File: config.mk
export PLATFORM = sky130hd
export DESIGN_NAME = pmc_monitor
export DESIGN_NICKNAME = d
export VERILOG_FILES = /design/src/logic/pmc_pkg.sv /design/src/logic/pmc_event_counter.sv /design/src/logic/pmc_monitor.sv
export SDC_FILE = /design/constraint.sdc
export NUM_CORES = 2
export LEC_CHECK = 0
export ABC_AREA = 1
export BUFFER_PORTS_ARGS = -buffer_cell sky130_fd_sc_hd__buf_2
export CORE_MARGIN = 10
export CORE_UTILIZATION = 30
export CTS_CLUSTER_DIAMETER = 40
export DETAILED_ROUTE_END_ITERATION = 8
export PLACE_DENSITY = 0.42
export SKIP_CTS_REPAIR_TIMING = 1
export SLEW_MARGIN = 5
export SYNTH_ARGS = -nofsm -noshare
export SYNTH_HDL_FRONTEND = slang
export SYNTH_SLANG_ARGS = --single-unit
File: constraint.sdc
create_clock -name clock -period 66.5 [get_ports clock]
set_clock_uncertainty 0.15 [all_clocks]
set_input_delay 13.3 -clock clock [delete_from_list [all_inputs] [get_ports clock]]
set_output_delay 13.3 -clock clock [all_outputs]
set_load 0.01 [all_outputs]
File: src/logic/pmc_pkg.sv
// Shared constants and types for the E1 performance monitor counters
package pmc_pkg;
    // Structure
    localparam int NUM_LINKS = 4;
    localparam int NUM_KINDS = 9;
    localparam int SNAP_W    = 16;   // Widest counter, width of a snapshot

    // Timing
    localparam int CLOCK_PERIOD_NS = 10;
    localparam int SECOND_NS       = 1_000_000_000;
    localparam int SECOND_CYCLES   = SECOND_NS / CLOCK_PERIOD_NS;

    // Event kinds, bit k of an event or flag vector
    localparam int K_LINE   = 0;
    localparam int K_FRAME  = 1;
    localparam int K_CSUM   = 2;
    localparam int K_RBLK   = 3;
    localparam int K_ALIGN  = 4;
    localparam int K_SYNC   = 5;
    localparam int K_PATT   = 6;
    localparam int K_NTRBLK = 7;
    localparam int K_NTCSUM = 8;

    // Counter widths, indexed by kind
    localparam int CNT_WIDTH [NUM_KINDS] =
        '{16, 12, 10, 10, 3, 5, 16, 10, 10};
    // Indirect index of the low byte, indexed by kind
    localparam logic [3:0] IDX_LOW [NUM_KINDS] =
        '{4'h8, 4'h2, 4'h0, 4'hC, 4'h4, 4'h5, 4'h6, 4'hE, 4'hA};
    // Kinds that occupy two indirect bytes
    localparam logic [NUM_KINDS-1:0] WIDE_MASK = 9'h1CF;

    // Bus addressing: byte address is four times the register index
    localparam int ADDR_W   = 12;
    localparam int WORD_LSB = 2;
    localparam int LINK_LSB = 10;
    localparam logic [7:0] IDX_SELECT   = 8'h0E;
    localparam logic [7:0] IDX_DATA     = 8'h0F;
    localparam logic [7:0] IDX_CONTROL  = 8'hC2;
    localparam logic [7:0] IDX_ENABLE0  = 8'hC3;
    localparam logic [7:0] IDX_ENABLE1  = 8'hC4;
    localparam logic [7:0] IDX_FLAGS0   = 8'hC5;
    localparam logic [7:0] IDX_FLAGS1   = 8'hC6;

    // Field layout
    localparam int SEL_INDEX_LSB = 0;   // Indirect index, 4 bits
    localparam int SEL_CHAN_LSB  = 4;   // Channel select, 2 bits
    localparam int CTL_TRIG_BIT  = 0;   // Manual snapshot trigger
    localparam int CTL_AUTO_BIT  = 1;   // Periodic refresh enable
    localparam int FL0_LSB = 2;         // Flags/enables 0 hold kinds 2..8
    localparam int FL0_W   = 7;
    localparam int FL1_LSB = 0;         // Flags/enables 1 hold kinds 0..1
    localparam int FL1_W   = 2;

    // Bus responses
    localparam logic [1:0] RESP_OKAY   = 2'h0;
    localparam logic [1:0] RESP_SLVERR = 2'h2;

    // Decoded register
    typedef enum {RG_NONE, RG_SELECT, RG_DATA, RG_CONTROL, RG_ENABLE0,
                  RG_ENABLE1, RG_FLAGS0, RG_FLAGS1} pmc_reg_e;

    // Per-link event strobes from the receive path, line code is bit 0
    typedef struct packed {
        logic ntCsum;
        logic ntRblk;
        logic patt;
        logic syncLoss;
        logic align;
        logic rblk;
        logic csum;
        logic frame;
        logic lineViol;
    } pmc_events_s;
endpackage

File: src/logic/pmc_event_counter.sv
// One event counter with snapshot capture and overflow pulse
`timescale 1ns/1ps
module pmc_event_counter #(
    parameter int WIDTH = 16
) (
    // Clock and synchronised reset
    input  logic                      clock,
    input  logic                      rstN,
    // Event and snapshot strobes
    input  logic                      countEvent,
    input  logic                      takeSnap,
    // Captured value and overflow pulse
    output logic [pmc_pkg::SNAP_W-1:0] snapValue,
    output logic                      overflow
);
    logic [WIDTH-1:0] count_r;      // Running count of this period
    logic [WIDTH-1:0] capt_r;       // Value of the last closed period
    logic             ovf_r;        // One-cycle overflow pulse

    // Running count; restarts on a snapshot
    always_ff @(posedge clock or negedge rstN)
    begin
        if (!rstN)
            count_r <= '0;
        else if (takeSnap)
            count_r <= '0;
        else if (countEvent)
            count_r <= WIDTH'(count_r + 1'b1);          // Wraps on overflow
    end

    // Capture; an event in the snapshot cycle lands here, not lost
    always_ff @(posedge clock or negedge rstN)
    begin
        if (!rstN)
            capt_r <= '0;
        else if (takeSnap)
            capt_r <= WIDTH'(count_r + WIDTH'(countEvent));
    end

    // Overflow when an event meets a full count
    always_ff @(posedge clock or negedge rstN)
    begin
        if (!rstN)
            ovf_r <= 1'b0;
        else
            ovf_r <= countEvent && (&count_r);
    end

    assign snapValue = pmc_pkg::SNAP_W'(capt_r);
    assign overflow  = ovf_r;
endmodule // pmc_event_counter

File: src/logic/pmc_monitor.sv
// E1 performance monitor: counters, snapshots, flags and AXI4-Lite regs
//
// Notes on behaviour
// One counter per event; overflow sets flag
// Interrupt only when the paired enable set
// Periodic enable copies counters every second
// Trigger rising edge copies counters, always
// Counters clear after each copy
// Events during a copy are never lost
// Two-bit channel select picks the link
// Four-bit index picks one of sixteen
// Selected byte shown in eight-bit data
// Line violations, 16 bits, indices 9/8
// Framing errors, 12 bits, indices 3/2
// Checksum errors, 10 bits, indices 1/0
// Remote block errors, 10 bits, D/C
// Alignment shifts, 3 bits, index 4
// Sync losses, 5 bits, index 5
// Pattern errors, 16 bits, indices 7/6
// NT remote block errors, 10 bits, F/E
// NT checksum errors, 10 bits, B/A
// Low byte at lower index
// Flags stay set until written one
`timescale 1ns/1ps
module pmc_monitor #(
    parameter int SECOND_CYCLES = pmc_pkg::SECOND_CYCLES
) (
    // Clock and reset
    input  logic                          clock,
    input  logic                          nrst,
    // AXI4-Lite write address
    input  logic                          awvalid,
    output logic                          awready,
    input  logic [pmc_pkg::ADDR_W-1:0]    awaddr,
    // AXI4-Lite write data
    input  logic                          wvalid,
    output logic                          wready,
    input  logic [31:0]                   wdata,
    input  logic [3:0]                    wstrb,
    // AXI4-Lite write response
    output logic                          bvalid,
    input  logic                          bready,
    output logic [1:0]                    bresp,
    // AXI4-Lite read address
    input  logic                          arvalid,
    output logic                          arready,
    input  logic [pmc_pkg::ADDR_W-1:0]    araddr,
    // AXI4-Lite read data
    output logic                          rvalid,
    input  logic                          rready,
    output logic [31:0]                   rdata,
    output logic [1:0]                    rresp,
    // Event strobes from the receive path, one struct per link
    input  pmc_pkg::pmc_events_s          linkEvents [pmc_pkg::NUM_LINKS],
    // Overflow interrupt, active high
    output logic                          perfIrq
);
    localparam int NL  = pmc_pkg::NUM_LINKS;
    localparam int NK  = pmc_pkg::NUM_KINDS;
    localparam int SW  = pmc_pkg::SNAP_W;
    localparam int SEC_W = $clog2(SECOND_CYCLES);

    // Reset synchroniser
    logic [1:0] rstPipe_r;
    logic       rstN;                         // Synchronised reset copy

    // Bus state
    logic                       awready_r, wready_r, bvalid_r;
    logic                       arready_r, rvalid_r;
    logic [1:0]                 bresp_r, rresp_r;
    logic [31:0]                rdata_r;
    logic                       awHeld_r, wHeld_r;   // Halves of a write
    logic [pmc_pkg::ADDR_W-1:0] awAddr_r;
    logic [31:0]                wData_r;
    logic [3:0]                 wStrb_r;
    logic                       doWrite;             // Both halves present
    pmc_pkg::pmc_reg_e          wReg, rReg;
    logic [1:0]                 wLink, rLink;
    logic                       wLane0;              // Low byte written

    // Software registers
    logic [7:0]          select_r;                   // Channel and index
    logic [1:0]          ctrl_r    [NL];             // Trigger, periodic
    logic [NK-1:0]       enable_r  [NL];             // Overflow enables
    logic [NK-1:0]       flags_r   [NL];             // Overflow flags
    logic [NL-1:0]       trigPrev_r;                 // Trigger last cycle
    logic [NL-1:0]       snap_r;                     // Snapshot pulse
    logic [7:0]          indirectData_r;             // Selected byte
    logic                perfIrq_r;

    // Second timer
    logic [SEC_W-1:0]    secCount_r;
    logic                secTick_r;

    // Counter array outputs
    logic [NK-1:0][SW-1:0] snapVal [NL];
    logic [NK-1:0]         ovf     [NL];
    logic [NK-1:0]         clrVec  [NL];
    logic [NL-1:0]         maskedAny;
    logic [31:0]           readValue;
    logic [1:0]            readResp;

    // Register decode, used by both bus directions
    function automatic pmc_pkg::pmc_reg_e decodeReg(
        input logic [pmc_pkg::ADDR_W-1:0] a);
        logic [7:0] low;
        logic [1:0] lk;
        low = a[pmc_pkg::WORD_LSB +: 8];
        lk  = a[pmc_pkg::LINK_LSB +: 2];
        decodeReg = pmc_pkg::RG_NONE;
        if (a[pmc_pkg::WORD_LSB-1:0] == '0)
        begin
            case (low)
                // Access port and data exist once, in link 0 space
                pmc_pkg::IDX_SELECT:
                    if (lk == 2'h0) decodeReg = pmc_pkg::RG_SELECT;
                pmc_pkg::IDX_DATA:
                    if (lk == 2'h0) decodeReg = pmc_pkg::RG_DATA;
                pmc_pkg::IDX_CONTROL: decodeReg = pmc_pkg::RG_CONTROL;
                pmc_pkg::IDX_ENABLE0: decodeReg = pmc_pkg::RG_ENABLE0;
                pmc_pkg::IDX_ENABLE1: decodeReg = pmc_pkg::RG_ENABLE1;
                pmc_pkg::IDX_FLAGS0:  decodeReg = pmc_pkg::RG_FLAGS0;
                pmc_pkg::IDX_FLAGS1:  decodeReg = pmc_pkg::RG_FLAGS1;
                default:              decodeReg = pmc_pkg::RG_NONE;
            endcase
        end
    endfunction

    // Byte of a link's snapshots at an indirect index
    function automatic logic [7:0] indirectByte(
        input logic [NK-1:0][SW-1:0] v, input logic [3:0] idx);
        indirectByte = 8'h00;
        for (int k = 0; k < NK; k++)
        begin
            if (idx == pmc_pkg::IDX_LOW[k])
                indirectByte = v[k][7:0];
            else if (pmc_pkg::WIDE_MASK[k] &&
                     idx == 4'(pmc_pkg::IDX_LOW[k] + 4'h1))
                indirectByte = v[k][15:8];
        end
    endfunction

    // Reset release through two flops
    always_ff @(posedge clock or negedge nrst)
    begin
        if (!nrst)
            rstPipe_r <= 2'h0;
        else
            rstPipe_r <= {rstPipe_r[0], 1'b1};
    end
    assign rstN = rstPipe_r[1];

    assign wReg    = decodeReg(awAddr_r);
    assign wLink   = awAddr_r[pmc_pkg::LINK_LSB +: 2];
    assign rReg    = decodeReg(araddr);
    assign rLink   = araddr[pmc_pkg::LINK_LSB +: 2];
    assign doWrite = awHeld_r && wHeld_r && !bvalid_r;
    assign wLane0  = doWrite && wStrb_r[0];

    // Write address channel, taken independently of data
    always_ff @(posedge clock or negedge rstN)
    begin
        if (!rstN)
        begin
            awready_r <= 1'b0;
            awHeld_r  <= 1'b0;
            awAddr_r  <= '0;
        end
        else if (awvalid && awready_r)
        begin
            awready_r <= 1'b0;
            awHeld_r  <= 1'b1;
            awAddr_r  <= awaddr;
        end
        else if (doWrite)
            awHeld_r  <= 1'b0;
        else if (!awHeld_r && !bvalid_r)
            awready_r <= 1'b1;
    end

    // Write data channel
    always_ff @(posedge clock or negedge rstN)
    begin
        if (!rstN)
        begin
            wready_r <= 1'b0;
            wHeld_r  <= 1'b0;
            wData_r  <= '0;
            wStrb_r  <= '0;
        end
        else if (wvalid && wready_r)
        begin
            wready_r <= 1'b0;
            wHeld_r  <= 1'b1;
            wData_r  <= wdata;
            wStrb_r  <= wstrb;
        end
        else if (doWrite)
            wHeld_r  <= 1'b0;
        else if (!wHeld_r && !bvalid_r)
            wready_r <= 1'b1;
    end

    // Write response; unmapped addresses answer with an error
    always_ff @(posedge clock or negedge rstN)
    begin
        if (!rstN)
        begin
            bvalid_r <= 1'b0;
            bresp_r  <= pmc_pkg::RESP_OKAY;
        end
        else if (doWrite)
        begin
            bvalid_r <= 1'b1;
            bresp_r  <= (wReg == pmc_pkg::RG_NONE) ?
                        pmc_pkg::RESP_SLVERR : pmc_pkg::RESP_OKAY;
        end
        else if (bready)
            bvalid_r <= 1'b0;
    end

    // Channel and index selector, shared by all links
    always_ff @(posedge clock or negedge rstN)
    begin
        if (!rstN)
            select_r <= 8'h00;
        else if (wLane0 && wReg == pmc_pkg::RG_SELECT)
            select_r <= wData_r[7:0];
    end

    // Per-link control, enables and sticky flags
    always_ff @(posedge clock or negedge rstN)
    begin
        if (!rstN)
        begin
            for (int l = 0; l < NL; l++)
            begin
                ctrl_r[l]   <= 2'h0;
                enable_r[l] <= '0;
                flags_r[l]  <= '0;
            end
        end
        else
        begin
            for (int l = 0; l < NL; l++)
            begin
                if (wLane0 && wLink == 2'(l))
                begin
                    if (wReg == pmc_pkg::RG_CONTROL)
                        ctrl_r[l] <= wData_r[1:0];
                    if (wReg == pmc_pkg::RG_ENABLE0)
                        enable_r[l][pmc_pkg::FL0_LSB +: pmc_pkg::FL0_W]
                            <= wData_r[pmc_pkg::FL0_W-1:0];
                    if (wReg == pmc_pkg::RG_ENABLE1)
                        enable_r[l][pmc_pkg::FL1_LSB +: pmc_pkg::FL1_W]
                            <= wData_r[pmc_pkg::FL1_W-1:0];
                end
                // Set wins over a clear in the same cycle
                flags_r[l] <= ovf[l] | (flags_r[l] & ~clrVec[l]);
            end
        end
    end

    // Write-one-to-clear masks per link
    always_comb
    begin
        for (int l = 0; l < NL; l++)
        begin
            clrVec[l] = '0;
            if (wLane0 && wLink == 2'(l))
            begin
                if (wReg == pmc_pkg::RG_FLAGS0)
                    clrVec[l][pmc_pkg::FL0_LSB +: pmc_pkg::FL0_W] =
                        wData_r[pmc_pkg::FL0_W-1:0];
                if (wReg == pmc_pkg::RG_FLAGS1)
                    clrVec[l][pmc_pkg::FL1_LSB +: pmc_pkg::FL1_W] =
                        wData_r[pmc_pkg::FL1_W-1:0];
            end
        end
    end

    // One-second tick shared by all links
    always_ff @(posedge clock or negedge rstN)
    begin
        if (!rstN)
        begin
            secCount_r <= '0;
            secTick_r  <= 1'b0;
        end
        else if (secCount_r == SEC_W'(SECOND_CYCLES - 1))
        begin
            secCount_r <= '0;
            secTick_r  <= 1'b1;
        end
        else
        begin
            secCount_r <= SEC_W'(secCount_r + 1'b1);
            secTick_r  <= 1'b0;
        end
    end

    // Snapshot pulses: periodic or trigger rising edge
    always_ff @(posedge clock or negedge rstN)
    begin
        if (!rstN)
        begin
            trigPrev_r <= '0;
            snap_r     <= '0;
        end
        else
        begin
            for (int l = 0; l < NL; l++)
            begin
                trigPrev_r[l] <= ctrl_r[l][pmc_pkg::CTL_TRIG_BIT];
                snap_r[l] <=
                    (secTick_r && ctrl_r[l][pmc_pkg::CTL_AUTO_BIT]) ||
                    (ctrl_r[l][pmc_pkg::CTL_TRIG_BIT] &&
                     !trigPrev_r[l]);
            end
        end
    end

    // Counter array, one per link and event kind
    for (genvar l = 0; l < NL; l++)
    begin : g_link
        logic [NK-1:0] evVec;
        assign evVec = linkEvents[l];
        for (genvar k = 0; k < NK; k++)
        begin : g_kind
            pmc_event_counter #(
                .WIDTH      (pmc_pkg::CNT_WIDTH[k])
            ) u_counter (
                .clock      (clock),
                .rstN       (rstN),
                .countEvent (evVec[k]),
                .takeSnap   (snap_r[l]),
                .snapValue  (snapVal[l][k]),
                .overflow   (ovf[l][k])
            );
        end
        assign maskedAny[l] = |(flags_r[l] & enable_r[l]);
    end

    // Indirect read byte, refreshed every cycle
    always_ff @(posedge clock or negedge rstN)
    begin
        if (!rstN)
            indirectData_r <= 8'h00;
        else
            indirectData_r <= indirectByte(
                snapVal[select_r[pmc_pkg::SEL_CHAN_LSB +: 2]],
                select_r[pmc_pkg::SEL_INDEX_LSB +: 4]);
    end

    // Interrupt only through enabled flags
    always_ff @(posedge clock or negedge rstN)
    begin
        if (!rstN)
            perfIrq_r <= 1'b0;
        else
            perfIrq_r <= |maskedAny;
    end

    // Read value mux; reserved bits read zero
    always_comb
    begin
        readValue = 32'h0000_0000;
        readResp  = pmc_pkg::RESP_OKAY;
        case (rReg)
            pmc_pkg::RG_SELECT:  readValue[7:0] = select_r;
            pmc_pkg::RG_DATA:    readValue[7:0] = indirectData_r;
            pmc_pkg::RG_CONTROL: readValue[1:0] = ctrl_r[rLink];
            pmc_pkg::RG_ENABLE0: readValue[pmc_pkg::FL0_W-1:0] =
                enable_r[rLink][pmc_pkg::FL0_LSB +: pmc_pkg::FL0_W];
            pmc_pkg::RG_ENABLE1: readValue[pmc_pkg::FL1_W-1:0] =
                enable_r[rLink][pmc_pkg::FL1_LSB +: pmc_pkg::FL1_W];
            pmc_pkg::RG_FLAGS0:  readValue[pmc_pkg::FL0_W-1:0] =
                flags_r[rLink][pmc_pkg::FL0_LSB +: pmc_pkg::FL0_W];
            pmc_pkg::RG_FLAGS1:  readValue[pmc_pkg::FL1_W-1:0] =
                flags_r[rLink][pmc_pkg::FL1_LSB +: pmc_pkg::FL1_W];
            default:             readResp = pmc_pkg::RESP_SLVERR;
        endcase
    end

    // Read channel: one read in flight, answer the next cycle
    always_ff @(posedge clock or negedge rstN)
    begin
        if (!rstN)
        begin
            arready_r <= 1'b0;
            rvalid_r  <= 1'b0;
            rdata_r   <= '0;
            rresp_r   <= pmc_pkg::RESP_OKAY;
        end
        else if (arvalid && arready_r)
        begin
            arready_r <= 1'b0;
            rvalid_r  <= 1'b1;
            rdata_r   <= readValue;
            rresp_r   <= readResp;
        end
        else if (rvalid_r && rready)
            rvalid_r  <= 1'b0;
        else if (!rvalid_r)
            arready_r <= 1'b1;
    end

    assign awready = awready_r;
    assign wready  = wready_r;
    assign bvalid  = bvalid_r;
    assign bresp   = bresp_r;
    assign arready = arready_r;
    assign rvalid  = rvalid_r;
    assign rdata   = rdata_r;
    assign rresp   = rresp_r;
    assign perfIrq = perfIrq_r;

    for (genvar l = 0; l < NL; l++)
    begin : g_check

    end
endmodule // pmc_monitor

==> reports/metrics.yaml <==
outcome: "complete, no violations"
overflow: 0
nets: 6525
route.detailed.drc: 0
min-delay-start: "rstPipe_r[0]"
hold_viol_final: 0
dpl.cell_count: 8285
wl_per_cell_um: 18.2
synthAdderAreaFrac: 0.0300
cp_cell_sequence: "buf_2 -> clkinv_1 -> buf_4 -> o21ai_0 -> a21oi_1 -> a21oi_1 -> nand4_1 -> nand2_1 -> nor2_1 -> nand2_1 -> nand2_1 -> nand2_1"
period_minus_slack_ns: 14.96
cts_tree: "done"
synth.cell_area_sq_um: 48800
dr.pass1.iters: 5
worst_slew_pin_slew_ns: 0.977
crit_slowest_cell: "buf_2"
gp_congestion: 0.830
path_buf_inv: 3
p_comb_frac: 0.168
synth_edf_count: 0
ir_drop_uv: 34.1
hold_class: "reg2reg"
startpoint_type: "input port"
drv_slew: 0
clock_sinks: 945
initial_utilization: 0.301
grt_pass1_vias: 41252
relSlewSlack: 0.349
ant_nets: 0
synthMuxAreaShare: 0
clkLatencyLatePin_ns: 0.80
fin_tns_setup_ns: 0
yosysWarnings: 0
synth.distinct_cells: 57
cts.path.max_buffers: 3
ys_ff_latch: 945
htree_levels: 4
cp-end-kind: "flip-flop"
drive_gt1_frac: 0.0821
min_delay_path_depth: 0
yosysSeqAreaShare: 0.484
crit_cells: 12
cts_buffers: 193
antenna_found_initial: 25
synth_compound_area_frac: 0.151
power_density_nw_per_um2: 36.4
synthArstFlopShare: 1.00
finalWorstSetupSlack_ns: 51.54
layout_common_cells: "nand2_1 (1418), dfrtp_1 (938), o21ai_0 (773)"
dieHeight_um: 423
design_area_sq_um: 58200
clkTransAtPathRegs_ns: 0.05
r2r_start: "rstPipe_r[1]"
required_ns: 67.08
worstPathArrival_ns: 15.54
pwr-share-seq: 0.359
yosys.area_share.simple: 0.221
dp_hpwl_mm: 113
rows: 148
viasPerCell: 4.75
critPathKind: "in2reg"
grt_max_degree: 149
crit_fanout: 43
switchingPower_mw: 0.673
setup_violations: 0
synth-xor-area-share: 0.0387
layout_commonest_cell: "nand2_1"
grt_pass1_wl_mm: 245
rsz0062_at_grt: "no"
power.share.clock: 0.473
r2r_cells: 4
wl_mm: 157
numPortBuffers: 91
synth_top_family_by_area: "simple AND/OR/NAND/NOR gates"
nFillCells: 17143
placed_area_sq_um: 51400
die-area_sq_um: 179000
fin_crit_sh: 0.225
fmax_mhz: 66.8
core_area_sq_um: 162000
cpMostUsedCell: "nand2_1"
place_ws_ns: 50.80
io_pins: 145
drtIter0Drc: 2651
die_w_um: 423
swShare: 0.318
cts.root.buffer_cell: "clkbuf_16"
syn_area_per_cell_sq_um: 7.88
p_int_mw: 1.45
crit_path_max_incr_delay_ns: 0.56
vias: 41084
syn_inst: 6196
area_growth_pct: 19.1
grt_usage: 0.173
drv_cap: 0
ys.flop_type: "dfrtp_1"
crit_family: "buffers and inverters"
final_cells: 8645
p_leak_nw: 26.9
critical_path.startpoint: "araddr[10]"
## sequential cells by signal, summed over array words and instances (netlist names), 12 cells and up
name / flops
secCount_r: 27
awAddr_r: 12
g_link.g_kind.u_counter.capt_r: 240
g_link.g_kind.u_counter.overflow: 36
flags_r: 36
enable_r: 36
g_link.g_kind.u_counter.snapValue: 128
g_link.g_kind.u_counter.count_r: 368
## layer usage
metal | wire (um) | GRT usage | vias up
met4 | 4920 | 0.0577 | 2
met1 | 71700 | 0.229 | 19520
met3 | 6690 | 0.0280 | 287
li1 | - | - | 20533
met5 | 13 | 0 | -
met2 | 73800 | 0.288 | 742
## Yosys cell counts (9+ instances only)
cell type	instances	area (sq um)
o21bai_1	10	75.1
nor2_1	725	2720
ha_1	117	1460
a211oi_1	14	105
xor2_1	170	1490
o21a_1	33	248
nand2_1	1418	5320
or2_2	9	56.3
nand4_1	48	300
xnor2_1	46	403
o211ai_1	14	105
nor3_1	162	811
dfrtp_1	945	23600
inv_2	9	33.8
o221ai_1	26	228
nor4_1	39	244
buf_2	37	185
nand3_1	199	996
inv_1	673	2530
buf_4	30	225
clkbuf_1	152	571
o22ai_1	40	250
a31oi_1	44	275
a221oi_1	10	87.6
a21oi_1	344	1720
o21ai_0	773	3870
buf_1	11	41.3
## logic make-up (layout without fill, tap and decap cells)
kind of cell,after synthesis,count (layout)
compound gates,1354,1354
xor+xnor,216,216
fa+ha+maj,117,117
buf+inv,923,1169
flops,945,945
other cells,2,30
simple gates,2639,2639
## power groups by stage
stage | Sequential, mW | Combinational (mW) | Clock (mW)
4_1_cts | 0.760 | 0.362 | 1.03
2_1_floorplan | 0.746 | 0.261 | 0
6_report | 0.760 | 0.355 | 1.00
5_1_grt | 0.776 | 0.415 | 1.06
3_5_place_dp | 0.767 | 0.360 | 0
3_3_place_gp | 0.768 | 0.359 | 0
## stage by stage
stage	utilization	power [mW]	hold WS, ns
5_1_grt	0.359	2.25	0.207
2_1_floorplan	-	1.01	0.181
3_5_place_dp	0.317	1.13	0.190
6_report	0.359	2.12	0.202
4_1_cts	0.359	2.15	0.206
3_3_place_gp	0.317	1.13	0.187
## area by class of cell
class / count / area, sq um / share of cell area
inverter: 686 / 2600 / 0.0446
antenna: 3 / 7.51 / 0.000129
timing repair buffer: 126 / 756 / 0.0130
clock inverter: 101 / 1250 / 0.0215
tap: 2175 / 2720 / 0.0468
multi-input combinational: 4353 / 21600 / 0.372
sequential: 945 / 23700 / 0.407
clock buffer: 256 / 5560 / 0.0956
## worst paths after layout
kind | endpoint | slack [ns]
worst min-delay path | rstPipe_r[1] | 0.20
worst max-delay path | rdata[1] | 51.54
min in group asynchronous | g_link[1].g_kind[1].u_counter.count_r[0] | 0.28
max in group asynchronous | rstPipe_r[1] | 53.95
worst min register to register | rstPipe_r[1] | 0.20
worst max register to register | select_r[5] | 62.33
(Power assumes the default switching activity.)
